===== config.mk =====
export PLATFORM = sky130hd
export DESIGN_NAME = aad_decoder
export DESIGN_NICKNAME = d
export VERILOG_FILES = /design/src/logic/aad_pkg.sv /design/src/logic/aad_decoder.sv /design/src/logic/aad_flag_pipe.sv
export SDC_FILE = /design/constraint.sdc
export NUM_CORES = 1
export LEC_CHECK = 0
export BUFFER_PORTS_ARGS = -buffer_cell sky130_fd_sc_hd__buf_2
export CORE_MARGIN = 5
export CORE_UTILIZATION = 45
export DETAILED_ROUTE_END_ITERATION = 12
export PLACE_DENSITY = 0.82
export REMOVE_ABC_BUFFERS = 1
export SLEW_MARGIN = 5
export SYNTH_ARGS = -nofsm -noshare
export SYNTH_HDL_FRONTEND = slang
export SYNTH_SLANG_ARGS = --single-unit

===== constraint.sdc =====
create_clock -name clock -period 2.95 [get_ports clock]
set_input_delay 0.295 -clock clock [delete_from_list [all_inputs] [get_ports clock]]
set_output_delay 0.295 -clock clock [all_outputs]
set_load 0.1 [all_outputs]

===== src/logic/aad_pkg.sv =====
// Constants of the address abort decoder: region bounds, slot layout, reset values
// Assumes a 32-bit byte address from the processor core and one core clock
// Behaviour
// - 32 kB flash: abort every access from 0x0000_8000 through 0x3fff_ffff.
// - 64 kB flash: abort every access from 0x0001_0000 up to the gap top.
// - 512 kB flash: abort every access from 0x0008_0000 up to the gap top.
// - 8 kB SRAM: abort the gap above SRAM, bounds 0x4000_1fff and 0x7fff_dfff.
// - 16 kB SRAM: abort the gap above SRAM from bound 0x4000_3fff upward.
// - 32 kB SRAM: abort the gap between 0x4000_7fff and 0x7fff_d000.
// - Abort accesses into reserved parts of system and peripheral bus spaces.
// - Abort accesses to peripheral slots that have no peripheral assigned.
// - Aborts apply to data and fetches, reported as data or prefetch abort.
// - Any instruction fetch from peripheral space gets a prefetch abort.
// - Data access to an undefined offset in a present slot completes normally.
// - Peripherals decode only the bits they need; undefined offsets may alias.
// - Prefetch abort flag rides with the instruction, taken only on execution.
// - Each peripheral space is 2 MB of 128 slots of 16 kB each.
package aad_pkg;

    // ------------------------------------------------------------
    // Address map
    // ------------------------------------------------------------
    localparam logic [31:0] AAD_FLASH_GAP_32K = 32'h0000_8000;
    localparam logic [31:0] AAD_FLASH_GAP_64K = 32'h0001_0000;
    localparam logic [31:0] AAD_FLASH_GAP_512K = 32'h0008_0000;
    localparam logic [31:0] AAD_FLASH_GAP_TOP = 32'h3fff_ffff;
    localparam logic [31:0] AAD_SRAM_END_8K = 32'h4000_1fff;
    localparam logic [31:0] AAD_SRAM_END_16K = 32'h4000_3fff;
    localparam logic [31:0] AAD_SRAM_END_32K = 32'h4000_7fff;
    localparam logic [31:0] AAD_SRAM_GAP_TOP_STD = 32'h7fff_dfff;
    localparam logic [31:0] AAD_SRAM_GAP_TOP_32K = 32'h7fff_d000;
    localparam logic [31:0] AAD_EXT_BASE = 32'h8000_0000;
    localparam logic [31:0] AAD_EXT_TOP = 32'hdfff_ffff;
    localparam logic [31:0] AAD_PB_BASE = 32'he000_0000;
    localparam logic [31:0] AAD_PB_TOP = 32'he01f_ffff;
    localparam logic [31:0] AAD_SB_BASE = 32'hffe0_0000;
    localparam logic [31:0] AAD_SB_TOP = 32'hffff_ffff;

    // ------------------------------------------------------------
    // Slot layout
    // ------------------------------------------------------------
    localparam int AAD_SLOT_LSB = 14;
    localparam int AAD_SLOT_BITS = 7;
    localparam int AAD_SLOT_COUNT = 128;

    // Default slot occupancy of the peripheral bus, one bit per slot
    localparam logic [127:0] AAD_PB_SLOTS_DEF = 128'h8000_0000_0000_0000_0000_0000_0d80_2fbf;
    // Slot 24 holds the second converter on 512 kB flash variants only
    localparam logic [127:0] AAD_PB_SLOT_OPT = 128'h0000_0000_0000_0000_0000_0000_0100_0000;
    localparam logic [127:0] AAD_SB_SLOTS_DEF = 128'h8000_0000_0000_0000_0000_0000_0000_0000;

    // ------------------------------------------------------------
    // Pipeline tracking
    // ------------------------------------------------------------
    localparam int AAD_PIPE_STAGES = 3;
    localparam logic AAD_FLAG_RESET = 1'b0;

endpackage


===== src/logic/aad_decoder.sv =====
// Address abort decoder: classifies each core access against the memory map
// Assumes one access per cycle from the core, held with its address while valid
`timescale 1ns/1ps
module aad_decoder #(
    parameter int FLASH_KB = 512,
    parameter int SRAM_KB = 32,
    parameter logic EXT_MEM_PRESENT = 1'b0,
    parameter logic [127:0] PB_SLOTS = aad_pkg::AAD_PB_SLOTS_DEF,
    parameter logic [127:0] SB_SLOTS = aad_pkg::AAD_SB_SLOTS_DEF
) (
    input wire logic clock,
    input wire logic rstn,
    input wire logic req_valid,
    input wire logic [31:0] req_addr,
    input wire logic req_fetch,
    output logic fwd_valid,
    output logic [31:0] fwd_addr,
    output logic resp_err,
    output logic resp_prefetch_abort,
    output logic resp_data_abort,
    input wire logic pipe_advance,
    input wire logic pipe_flush,
    input wire logic exec_fire,
    output logic prefetch_abort_take,
    output logic [31:0] last_abort_addr_q,
    output logic last_abort_fetch_q
);
    import aad_pkg::*;

    // --------------------------------------------------------
    // Variant checks
    // --------------------------------------------------------
    // Only the documented variants have gap bounds
    if (FLASH_KB != 32 && FLASH_KB != 64 && FLASH_KB != 512) begin
        $error("FLASH_KB must be 32, 64 or 512");
    end
    if (SRAM_KB != 8 && SRAM_KB != 16 && SRAM_KB != 32) begin
        $error("SRAM_KB must be 8, 16 or 32");
    end

    // Slot occupancy test, used for both peripheral spaces
    function automatic logic slot_present(input logic [127:0] map, input logic [31:0] addr);
        logic [AAD_SLOT_BITS-1:0] idx;
        idx = addr[AAD_SLOT_LSB +: AAD_SLOT_BITS];
        return map[idx];
    endfunction

    // Inclusive range test
    function automatic logic in_range(input logic [31:0] addr, input logic [31:0] lo, input logic [31:0] hi);
        return (addr >= lo) && (addr <= hi);
    endfunction

    // --------------------------------------------------------
    // Gap bounds picked by the variant
    // --------------------------------------------------------
    // Flash gap start, one bound per flash size
    localparam logic [31:0] FLASH_GAP_LO = (FLASH_KB == 32) ? AAD_FLASH_GAP_32K :
        (FLASH_KB == 64) ? AAD_FLASH_GAP_64K : AAD_FLASH_GAP_512K;
    // Last SRAM byte, the gap begins just above it
    localparam logic [31:0] SRAM_END = (SRAM_KB == 8) ? AAD_SRAM_END_8K :
        (SRAM_KB == 16) ? AAD_SRAM_END_16K : AAD_SRAM_END_32K;
    localparam logic [31:0] SRAM_GAP_LO = SRAM_END + 32'h0000_0001;
    // The largest SRAM variant has a lower gap top than the others
    localparam logic [31:0] SRAM_GAP_HI = (SRAM_KB == 32) ? AAD_SRAM_GAP_TOP_32K : AAD_SRAM_GAP_TOP_STD;
    // Only the 512 kB flash part carries the optional peripheral slot
    localparam logic [127:0] PB_MAP = (FLASH_KB == 512) ? PB_SLOTS : (PB_SLOTS & ~AAD_PB_SLOT_OPT);

    // --------------------------------------------------------
    // Region decode
    // --------------------------------------------------------
    wire logic hit_flash_gap;
    wire logic hit_sram_gap;
    wire logic hit_ext;
    wire logic hit_pb;
    wire logic hit_sb;
    wire logic hit_reserved;
    wire logic hit_empty_slot;
    wire logic hit_periph;
    wire logic bad_area;
    wire logic abort_any;

    // Gap after flash up to the top of the reserved space
    assign hit_flash_gap = in_range(req_addr, FLASH_GAP_LO, AAD_FLASH_GAP_TOP);
    // Gap after SRAM, bounded by the variant's top
    assign hit_sram_gap = in_range(req_addr, SRAM_GAP_LO, SRAM_GAP_HI);
    assign hit_ext = in_range(req_addr, AAD_EXT_BASE, AAD_EXT_TOP);
    assign hit_pb = in_range(req_addr, AAD_PB_BASE, AAD_PB_TOP);
    assign hit_sb = in_range(req_addr, AAD_SB_BASE, AAD_SB_TOP);
    // Unmapped external window and the space between the two peripheral areas
    assign hit_reserved = (hit_ext && !EXT_MEM_PRESENT) ||
        in_range(req_addr, AAD_PB_TOP + 32'h0000_0001, AAD_SB_BASE - 32'h0000_0001);
    // Slots without a peripheral on either bus
    assign hit_empty_slot = (hit_pb && !slot_present(PB_MAP, req_addr)) ||
        (hit_sb && !slot_present(SB_SLOTS, req_addr));
    assign hit_periph = hit_pb || hit_sb;

    // Areas that abort every access, data and fetch alike
    assign bad_area = hit_flash_gap || hit_sram_gap || hit_reserved || hit_empty_slot;
    // Fetches from any peripheral slot abort, present or not
    assign abort_any = bad_area || (req_fetch && hit_periph);

    // --------------------------------------------------------
    // Response and forwarding
    // --------------------------------------------------------
    // Error answered in the request cycle; the access goes nowhere
    assign resp_err = req_valid && abort_any;
    assign resp_prefetch_abort = resp_err && req_fetch;
    assign resp_data_abort = resp_err && !req_fetch;
    // Data accesses to undefined offsets in a present slot pass on; the slot decodes only its own bits
    assign fwd_valid = req_valid && !abort_any;
    assign fwd_addr = req_addr;

    // --------------------------------------------------------
    // Last abort capture
    // --------------------------------------------------------
    // Holds the address and kind of the most recent abort
    always_ff @(posedge clock) begin
        if (!rstn) begin
            last_abort_addr_q <= 32'h0000_0000;
            last_abort_fetch_q <= 1'b0;
        end else if (resp_err) begin
            last_abort_addr_q <= req_addr;
            last_abort_fetch_q <= req_fetch;
        end
    end

    // --------------------------------------------------------
    // Prefetch flag tracking
    // --------------------------------------------------------
    // A flagged fetch enters the pipeline instead of aborting at once
    aad_flag_pipe #(
        .STAGES(AAD_PIPE_STAGES)
    ) u_flag_pipe (
        .clock(clock),
        .rstn(rstn),
        .fetch_flag(resp_prefetch_abort),
        .advance(pipe_advance),
        .flush(pipe_flush),
        .exec_fire(exec_fire),
        .prefetch_abort_take(prefetch_abort_take)
    );
endmodule


===== src/logic/aad_flag_pipe.sv =====
// Prefetch abort flag carried in step with the core's instruction pipeline
// Assumes the core gives advance, flush and execute strobes on the same clock
`timescale 1ns/1ps
module aad_flag_pipe #(
    parameter int STAGES = aad_pkg::AAD_PIPE_STAGES
) (
    input wire logic clock,
    input wire logic rstn,
    input wire logic fetch_flag,
    input wire logic advance,
    input wire logic flush,
    input wire logic exec_fire,
    output logic prefetch_abort_take
);
    import aad_pkg::*;

    // Elaboration check: the shift needs a fetch stage and an execute stage
    if (STAGES < 2) begin
        $error("aad_flag_pipe needs at least two stages");
    end

    logic [STAGES-1:0] flag_q;
    logic [STAGES-1:0] flag_d;
    logic take_q;
    logic take_d;

    // --------------------------------------------------------
    // Flag shift and execute check
    // --------------------------------------------------------
    // Flush drops every flag so a discarded prefetch never aborts
    assign flag_d = flush ? '0 : (advance ? {flag_q[STAGES-2:0], fetch_flag} : flag_q);
    assign take_d = exec_fire && flag_q[STAGES-1] && !flush;

    // Stage flags and the abort strobe
    always_ff @(posedge clock) begin
        if (!rstn) begin
            flag_q <= {STAGES{AAD_FLAG_RESET}};
            take_q <= 1'b0;
        end else begin
            flag_q <= flag_d;
            take_q <= take_d;
        end
    end

    assign prefetch_abort_take = take_q;
endmodule


* After elaboration in Yosys (flattened, before gate mapping)
Memory sizes are Yosys's and may differ from the RTL's. Cells that the tools add are included.
Cells by class: add/sub/neg operators 0, multipliers 0, divide/modulo/power cells 0, $lt $le $gt $ge 13, equal/unequal tests 0, shift operators 0, mux-type cells 2, bitwise operators 1, reductions and logical operators 28
Operators with widths (count):
- greater-or-equal comparator 32 bit, second input constant | 4
- less-or-equal comparator 32 bit, second input constant | 4
- greater-or-equal comparator 32 x 20 -> 1 bit, second input constant | 1
- greater-or-equal comparator 32 x 31 -> 1 bit, second input constant | 1
- less-or-equal comparator 32 x 30 -> 1 bit, second input constant | 1
- less-or-equal comparator 32 x 31 -> 1 bit, second input constant | 1
- logical AND 1 bit | 15
- < comparator 7 x 8 -> 1 bit, second input constant | 1
- logical OR 1 bit | 7
- logical NOT 1 bit | 5
- 2-to-1 mux 1 bit | 2
- OR reduction 2 bit | 1
- NOT 1 bit | 1
Storage, ports and cells: flip-flop bits (word level) 37, latch bits 0, RAM bits 0, ROM bits 256, bits of input ports 39, output and inout port bits 70, logic and storage cells 50, memories 2
Memories:
- (no name shown) | words 128, bits a word 1, rd ports 1, clocked after Yosys merged registers in 0, write ports 0, line aad_decoder.sv:45 | return map[idx];
- (no name shown) | words 128, bits a word 1, rd ports 1, clocked after Yosys merged registers in 0, write ports 0, line aad_decoder.sv:45

* Depth between registers and ports, before layout
Gate-level depths: netlist (run 1).
depth after elaboration 9, gate-level depth with buffers 8

* By module
From an unflattened synthesis (run 1), not the netlist that was laid out.
Unflattened totals: cells, all modules 323, area, all modules 2837.7 sq um
Modules (own cells, without submodules):
- aad_decoder | times used 1, cells each 310, area an instance 2702.6 sq um, sequential area each 660.6 sq um
- aad_flag_pipe | times used 1, cells each 13, area an instance 135.1 sq um, sequential area each 80.1 sq um

* Worst setup path after synthesis (run 1)
Ideal clock, no wire load.
kind input to output, from input req_addr[22], to output resp_data_abort, arrival 2.640 ns, required time 2.655 ns, path slack 0.015 ns, stages 8, cells stage by stage nor4_1 -> and2_1 -> o211ai_1 -> nor2_1 -> a221oi_2 -> buf_6 -> buf_12 -> nor2_1
On the way: word-level cells in the longest chain between the ends 8, elaborated cells on any way between the ends 30, classes of those cells 12 x order compare; 18 x reduce/logical
Ends and longest elaborated chain:
- start, declared | line aad_decoder.sv:14 | input wire logic [31:0] req_addr,
- greater-or-equal comparator 32 x 20 -> 1 bit, or another cell as far along | line aad_decoder.sv:50 | return (addr >= lo) && (addr <= hi);
- logical AND 1 bit | line aad_decoder.sv:50
- logical OR 1 bit, or another cell as far along | line aad_decoder.sv:98 | assign bad_area = hit_flash_gap || hit_sram_gap || hit_reserved || hit_empty_slot;
- logical OR 1 bit, on equally long branches | line aad_decoder.sv:98, aad_decoder.sv:93
- logical OR 1 bit | line aad_decoder.sv:98
- logical OR 1 bit (*) | line aad_decoder.sv:100 | assign abort_any = bad_area || (req_fetch && hit_periph);
- logical AND 1 bit (*) | line aad_decoder.sv:106 | assign resp_err = req_valid && abort_any;
- logical AND 1 bit (*) | line aad_decoder.sv:108 | assign resp_data_abort = resp_err && !req_fetch;
- end, declared | line aad_decoder.sv:20 | output logic resp_data_abort,
Every way passes the cells marked *; elsewhere a longest branch is shown, timed or not.

* Final worst setup path (run 1)
from input req_addr[25], to output resp_prefetch_abort
On the way: word-level cells in the longest chain between the ends 8, elaborated cells on any way between the ends 30, classes of those cells 12 x order compare; 18 x reduce/logical
Ends and longest elaborated chain:
- greater-or-equal comparator 32 x 20 -> 1 bit, or another cell as far along | line aad_decoder.sv:50
- logical AND 1 bit | line aad_decoder.sv:50
- logical OR 1 bit, or another cell as far along | line aad_decoder.sv:98
- logical OR 1 bit, on equally long branches | line aad_decoder.sv:98, aad_decoder.sv:93
- logical OR 1 bit | line aad_decoder.sv:98
- logical OR 1 bit (*) | line aad_decoder.sv:100
- logical AND 1 bit (*) | line aad_decoder.sv:106
- logical AND 1 bit (*) | line aad_decoder.sv:107 | assign resp_prefetch_abort = resp_err && req_fetch;
- end, declared | line aad_decoder.sv:19 | output logic resp_prefetch_abort,
Marked as above.

==> summary.txt, run 1 <==
Run status
  – Status: finished clean

Clock tree
  – Worst-path clk slew: 0.07 ns
  – Clk sinks: 37
  – Cts hold-fix bufs: 0
  – Clock latency on the worst-skew pair: 0.28 ns
  – Cts bufs inserted: 5
  – CTS tree: built
  – CTS resizes: 0
  – H-tree levels: 2
  – Post-CTS setup buffers: 0
  – Worst-case clock buffer depth: 2
  – Clk Tree Root Cell: clkbuf_8

Pwr
  – Total Power: 1.54 mW
  – PwrDens: 639 nW/um^2
  – Total leakage power: 1.25 nW
  – VDD IR max: 0.324 mV

Critical path
  – Most used cell along the critical path: buf_2
  – Crit end category: output pin
  – CP Launch Type: input port
  – Worst Path Arrival: 2.17 ns
  – Crit Path Category: input port to output pin
  – Max stage delay on crit path: 0.37 ns
  – CP required: 2.65 ns
  – CP Cell Sequence: buf_2 > nor4_1 > nand2_1 > o41ai_1 > a31oi_1 > a221oi_4 > nor2b_1 > buf_2
  – Crit path max fanout: 5
  – Slowest CP cell: nor4_1

Synthesis
  – Dominant cell by count in the synthesized netlist: nand2_1
  – #FFs+latches synth: 37
  – Area of the mapped netlist: 2010 sq um
  – Post-synth top cells: nand2_1, dfxtp_1, mux2i_1
  – Netlist cell types: 34
  – Syn. warnings: 0
  – Async S/R FF share, synth: 0%
  – Area share of the largest cell type after synthesis: 36.8%
  – EDFF count, synth: 0
  – Cells after Synth: 231
  – Main synth FF type: dfxtp_1
  – Synth top area cells: dfxtp_1, mux2i_1, nand2_1, buf_4, buf_12
  – Post-synthesis average cell area: 8.70 sq um
  – Post-synth top area cell: dfxtp_1
  – Register area share after synthesis: 36.8%

Floorplanning
  – Initial Utilization: 46.2%
  – Die area: 5910 sq um
  – Core box area: 4350 sq um
  – IO Pins: 109
  – Die Height: 76.8 um
  – # rows: 24
  – Die W: 76.8 um

Final layout
  – Finished Layout Cells: 360
  – Area delta synth->final: 19.7%
  – Post-layout util: 55.3%
  – Post-route cell area: 2410 sq um
  – NumNets Final: 346
  – Fraction of layout cells with a size suffix above 1: 40.9%
  – N_diodes: 0

STA
  – RSZ-0062 raised after global routing: false
  – Fin worst setup slack: 0.485 ns
  – Final period utilization: 83.5%
  – Worst relative slew slack: 65.9%
  – Peak Freq: 0.406 GHz
  – Final setup viols: 0
  – Final Hold Vio Count: 0
  – Clock skew: 0.00217 ns
  – Minimum clock period: 2.46 ns
  – Slew @ Worst Pin: 0.511 ns
  – Slew Viols, Final: 0
  – Setup TNS: 0 ns
  – Final hold slack: 0.245 ns

Place
  – Routability cong.: 0.742
  – DP Worst Slack: 0.439 ns
  – DP Cell Count: 352
  – Instance area at placement: 2320 sq um
  – Number of port buffers: 108
  – Post-DP HPWL: 3770 um

Flow run
  – Max Cap Viol: 0

GRT
  – First-pass GRT wire length: 7740 um
  – Gr ovfl total: 0
  – Initial antenna violation count: 0
  – Largest net degree at the start of global routing: 32
  – Tot GR Track Use: 15.7%
  – Vias in the first global route: 1714

Route
  – Vias per std cell: 4.79
  – ANT nets after route: 0
  – Post-route DRC: 0
  – Initial drt markers: 60
  – DR vias: 1725
  – Avg WL per Cell: 13.0 um
  – Drt pass-1 iters: 4
  – Final wirelength: 4690 um

Min path
  – Worst hold path class: input port to flop
[placed cells by master, fill, tap and decap left out, types with 2 or more instances in the layout]
cell type,netlist,layout
buf_4,32,4
nand2b_1,2,2
clkinv_2,0,2
nor4_1,4,4
nand4_1,4,4
nor2_1,7,7
buf_2,0,108
nor2b_1,5,5
inv_2,2,2
nand3_1,2,2
o21ai_0,2,2
and3_1,2,2
nand2_1,68,68
dfxtp_1,37,37
clkbuf_8,0,5
mux2i_1,35,35
[worst paths after layout]
check | slack (ns) | endpoint | depth (start not counted) | start
worst max register to register | 2.34 | last_abort_addr_q[6]$_SDFFE_PN0P_ | 2 | last_abort_addr_q[6]$_SDFFE_PN0P_
worst max-delay path | 0.49 | resp_prefetch_abort | 8 | req_addr[25]
worst min-delay path | 0.25 | u_flag_pipe.prefetch_abort_take$_SDFF_PN0_ | 2 | exec_fire
worst min register to register | 0.45 | last_abort_addr_q[8]$_SDFFE_PN0P_ | 2 | last_abort_addr_q[8]$_SDFFE_PN0P_
[state kept, by name (all words and copies together) (netlist names)]
signal and cells:
last_abort_addr_q 32, last_abort_fetch_q 1, u_flag_pipe.prefetch_abort_take 1, u_flag_pipe.flag_q 3
[report_power, final]
part | switching [mW] | total, mW | internal, mW
sequential | 0.0155 | 0.548 | 0.533
combinational | 0.542 | 0.648 | 0.106
clock | 0.178 | 0.341 | 0.163
[final cells by class]
cell class	instances	area, sq um
Clock buffer	5	68.8
Fill cell	417	1950
Sequential cell	37	741
Clock inverter	3	17.5
Timing Repair Buffer	112	571
Tap cell	52	65.1
Multi-Input combinational cell	149	936
Inverter	2	7.51
[layer usage]
metal	up-vias	global-route usage [%]	wire length, um	part of all wire (%)
met5	-	0	0	0
met4	0	4.72	43	0.92
met3	5	5.39	330	7.0
met2	51	28.7	2410	51
met1	779	16.9	1910	41
li1	890	-	-	-
[cells by family after synthesis]
family          share of synthesized area, %
simple gates                            22.7
buf+inv                                 17.2
flops                                   36.8
mux                                     17.4
compound gates                          5.85
[worst max-delay path, delay by kind of cell]
kind / cells / cell delay [ns]
buffers and inverters: 2 / 0.43
AO/OA/AOI/OAI: 3 / 0.86
AND/OR/NAND/NOR: 3 / 0.60
No activity file was read; power rests on OpenSTA's default activity.
==> run 2, diff against run 1 <==
==> constraint.sdc (replaced) <==
create_clock -name clock -period 2.35 [get_ports clock]
set_input_delay 0.235 -clock clock [delete_from_list [all_inputs] [get_ports clock]]
set_output_delay 0.235 -clock clock [all_outputs]
set_load 0.1 [all_outputs]
==> run 2 against run 1 <==
  * Clock skew fell by 0.0013 ns
  * Critical endpoint is now resp_data_abort
  * Register-to-register slack worse by 0.61 ns
  * Critical path depth up 1
  * Non-clock buffer count up 8
  * Worst setup slack worse by 0.40 ns
  * Combinational power is 29% higher
==> summary.txt, run 2 (synthesized netlist as in run 1, its figures left out) <==
Run status
  – Status: finished clean

GRT
  – Gr ovfl total: 0 (unchanged)
  – Largest net degree at the start of global routing: 57 (+78%)
  – Tot GR Track Use: 15.8% (+0.060 points)
  – Vias in the first global route: 1690 (-1.4%)
  – Initial antenna violation count: 0 (unchanged)
  – First-pass GRT wire length: 7860 um (+1.5%)

STA
  – Setup TNS: 0 ns (unchanged)
  – Final setup viols: 0 (unchanged)
  – Final Hold Vio Count: 0 (unchanged)
  – RSZ-0062 raised after global routing: true
  – Slew @ Worst Pin: 0.522 ns (+0.0102 ns)
  – Worst relative slew slack: 65.2% (-0.68 points)
  – Clock skew: 0.000881 ns (-0.00129 ns)
  – Slew Viols, Final: 0 (unchanged)
  – Final period utilization: 96.2%
  – Peak Freq: 0.442 GHz
  – Minimum clock period: 2.26 ns

Final layout
  – Most flop-heavy register: last_abort_addr_q
  – Area occupied by multi-input gates: 965 sq um (+3.1%)
  – Commonest non-fill, non-tap cell in the layout: buf_2
  – Most frequent cells in the layout: buf_2, nand2_1, dfxtp_1, mux2i_1, buf_4
  – Largest regs: last_abort_addr_q (32), u_flag_pipe.flag_q (3)
  – Fillers: 407 (-2.4%)
  – NumNets Final: 354 (+2.3%)
  – N_diodes: 0 (unchanged)
  – Post-layout util: 58.8% (+3.5 points)
  – Fraction of layout cells with a size suffix above 1: 43.0% (+2.1 points)
  – FF/Latch Area: 741 sq um (unchanged)
  – Finished Layout Cells: 368 (+2.2%)
  – Area delta synth->final: 27.3%
  – Number of flip-flops in the largest register: 32 (unchanged)

Clock tree
  – Clock latency on the worst-skew pair: 0.28 ns (about the same)
  – Worst-case clock buffer depth: 2 (unchanged)
  – Cts bufs inserted: 5 (unchanged)
  – Clk Tree Root Cell: clkbuf_8
  – Worst-path clk slew: 0.07 ns (about the same)
  – Clk sinks: 37 (unchanged)
  – H-tree levels: 2 (unchanged)
  – CTS tree: built

Route
  – Avg WL per Cell: 12.8 um (-1.8%)
  – Drt pass-1 iters: 4 (unchanged)
  – ANT nets after route: 0 (unchanged)
  – Final wirelength: 4710 um (+0.41%)
  – Vias per std cell: 4.83 (+0.89%)
  – Post-route DRC: 0 (unchanged)
  – DR vias: 1779 (+3.1%)
  – Initial drt markers: 48 (-20%)

Critical path
  – CP required: 2.12 ns (-0.53 ns)
  – Bufs and invs on worst path: 3 (+1)
  – Max stage delay on crit path: 0.34 ns (-0.03 ns)
  – Slowest CP cell: a221oi_4
  – CP delay by family, top: compound AO/OA/AOI/OAI gates
  – Most used cell along the critical path: buf_4
  – Worst Path Arrival: 2.03 ns (-0.14 ns)
  – CP Cell Sequence: buf_2 > nor2b_1 > o311a_1 > a2111oi_4 > o21bai_2 > a221oi_4 > buf_4 > nor2_1 > buf_4
  – CP Launch Type: input port
  – Crit Path Category: input port to output pin
  – Crit path max fanout: 6 (+1)
  – Crit end category: output pin

Floorplanning
  – Initial Utilization: 46.2% (unchanged)
  – IO Pins: 109 (unchanged)
  – # rows: 24 (unchanged)
  – Die Height: 76.8 um (unchanged)
  – Die W: 76.8 um (unchanged)
  – Core box area: 4350 sq um (unchanged)
  – Die area: 5910 sq um (unchanged)

Place
  – Post-DP HPWL: 3730 um (-1.2%)
  – Routability cong.: 0.711 (-4.2%)
  – Number of port buffers: 108 (unchanged)
  – DP Cell Count: 360 (+2.3%)

Pwr
  – Total Power: 2.09 mW (+36%)
  – VDD IR max: 0.443 mV (+37%)
  – PwrDens: 818 nW/um^2 (+28%)
  – Total leakage power: 1.32 nW (+5.2%)

Flow run
  – Max Cap Viol: 0 (unchanged)

Min path
  – Worst hold path class: input port to flop
==> run 2: worst register-to-register path: stages (launching register included) <==
cell	delay, ns
dfxtp_1	0.35
nand2_1	0.05
mux2i_1	0.15
==> run 2: where the power goes <==
| part | internal, mW | total [mW] | switching (mW) |
|---|---|---|---|
| logic | 0.151 | 0.837 | 0.686 |
| registers | 0.669 | 0.688 | 0.0189 |
| clock network | 0.346 | 0.569 | 0.223 |
==> run 2: routing by layer <==
| layer | wire length [um] | GRT usage, % |
|---|---|---|
| met5 | 0 | 0 |
| met4 | 46 | 3.67 |
| met3 | 307 | 4.80 |
| met2 | 2400 | 26.9 |
| met1 | 1960 | 19.4 |
==> run 2: final timing paths <==
check / start / end / slack (ns) / depth (start not counted)
worst min register to register: last_abort_addr_q[18]$_SDFFE_PN0P_ / last_abort_addr_q[18]$_SDFFE_PN0P_ / 0.45 / 2
worst max-delay path: req_addr[14] / resp_data_abort / 0.09 / 9
worst min-delay path: exec_fire / u_flag_pipe.prefetch_abort_take$_SDFF_PN0_ / 0.19 / 2
worst max register to register: last_abort_addr_q[6]$_SDFFE_PN0P_ / last_abort_addr_q[6]$_SDFFE_PN0P_ / 1.73 / 2
==> run 2: layout make-up <==
type,instances,area share [%]
clock inverter,1,1.17
sequential,37,28.9
multi-input combinational,149,37.7
timing repair buffer,120,26.0
clock buffer,7,3.37
inverter,2,0.293
tap,52,2.54
==> run 2: through the flow <==
step                setup WS [ns]  instance area, sq um  hold WS, ns
detailed placement        -0.0475                  2410        0.448
finish                     0.0884                  2560        0.185
global placement         -0.00362                  2410        0.442
global route              -0.0280                  2560        0.173
floorplan                   -2.61                  1670        0.374
CTS                        0.0170                  2530        0.182
==> run 2: timing repair <==
action | in CTS | in global routing
hold buffers | 0 | 0
pin swaps | 0 | 1
endpoints found under the setup margin | 2 | 3
gates resized for setup | 2 | 5
setup buffers | 0 | 0
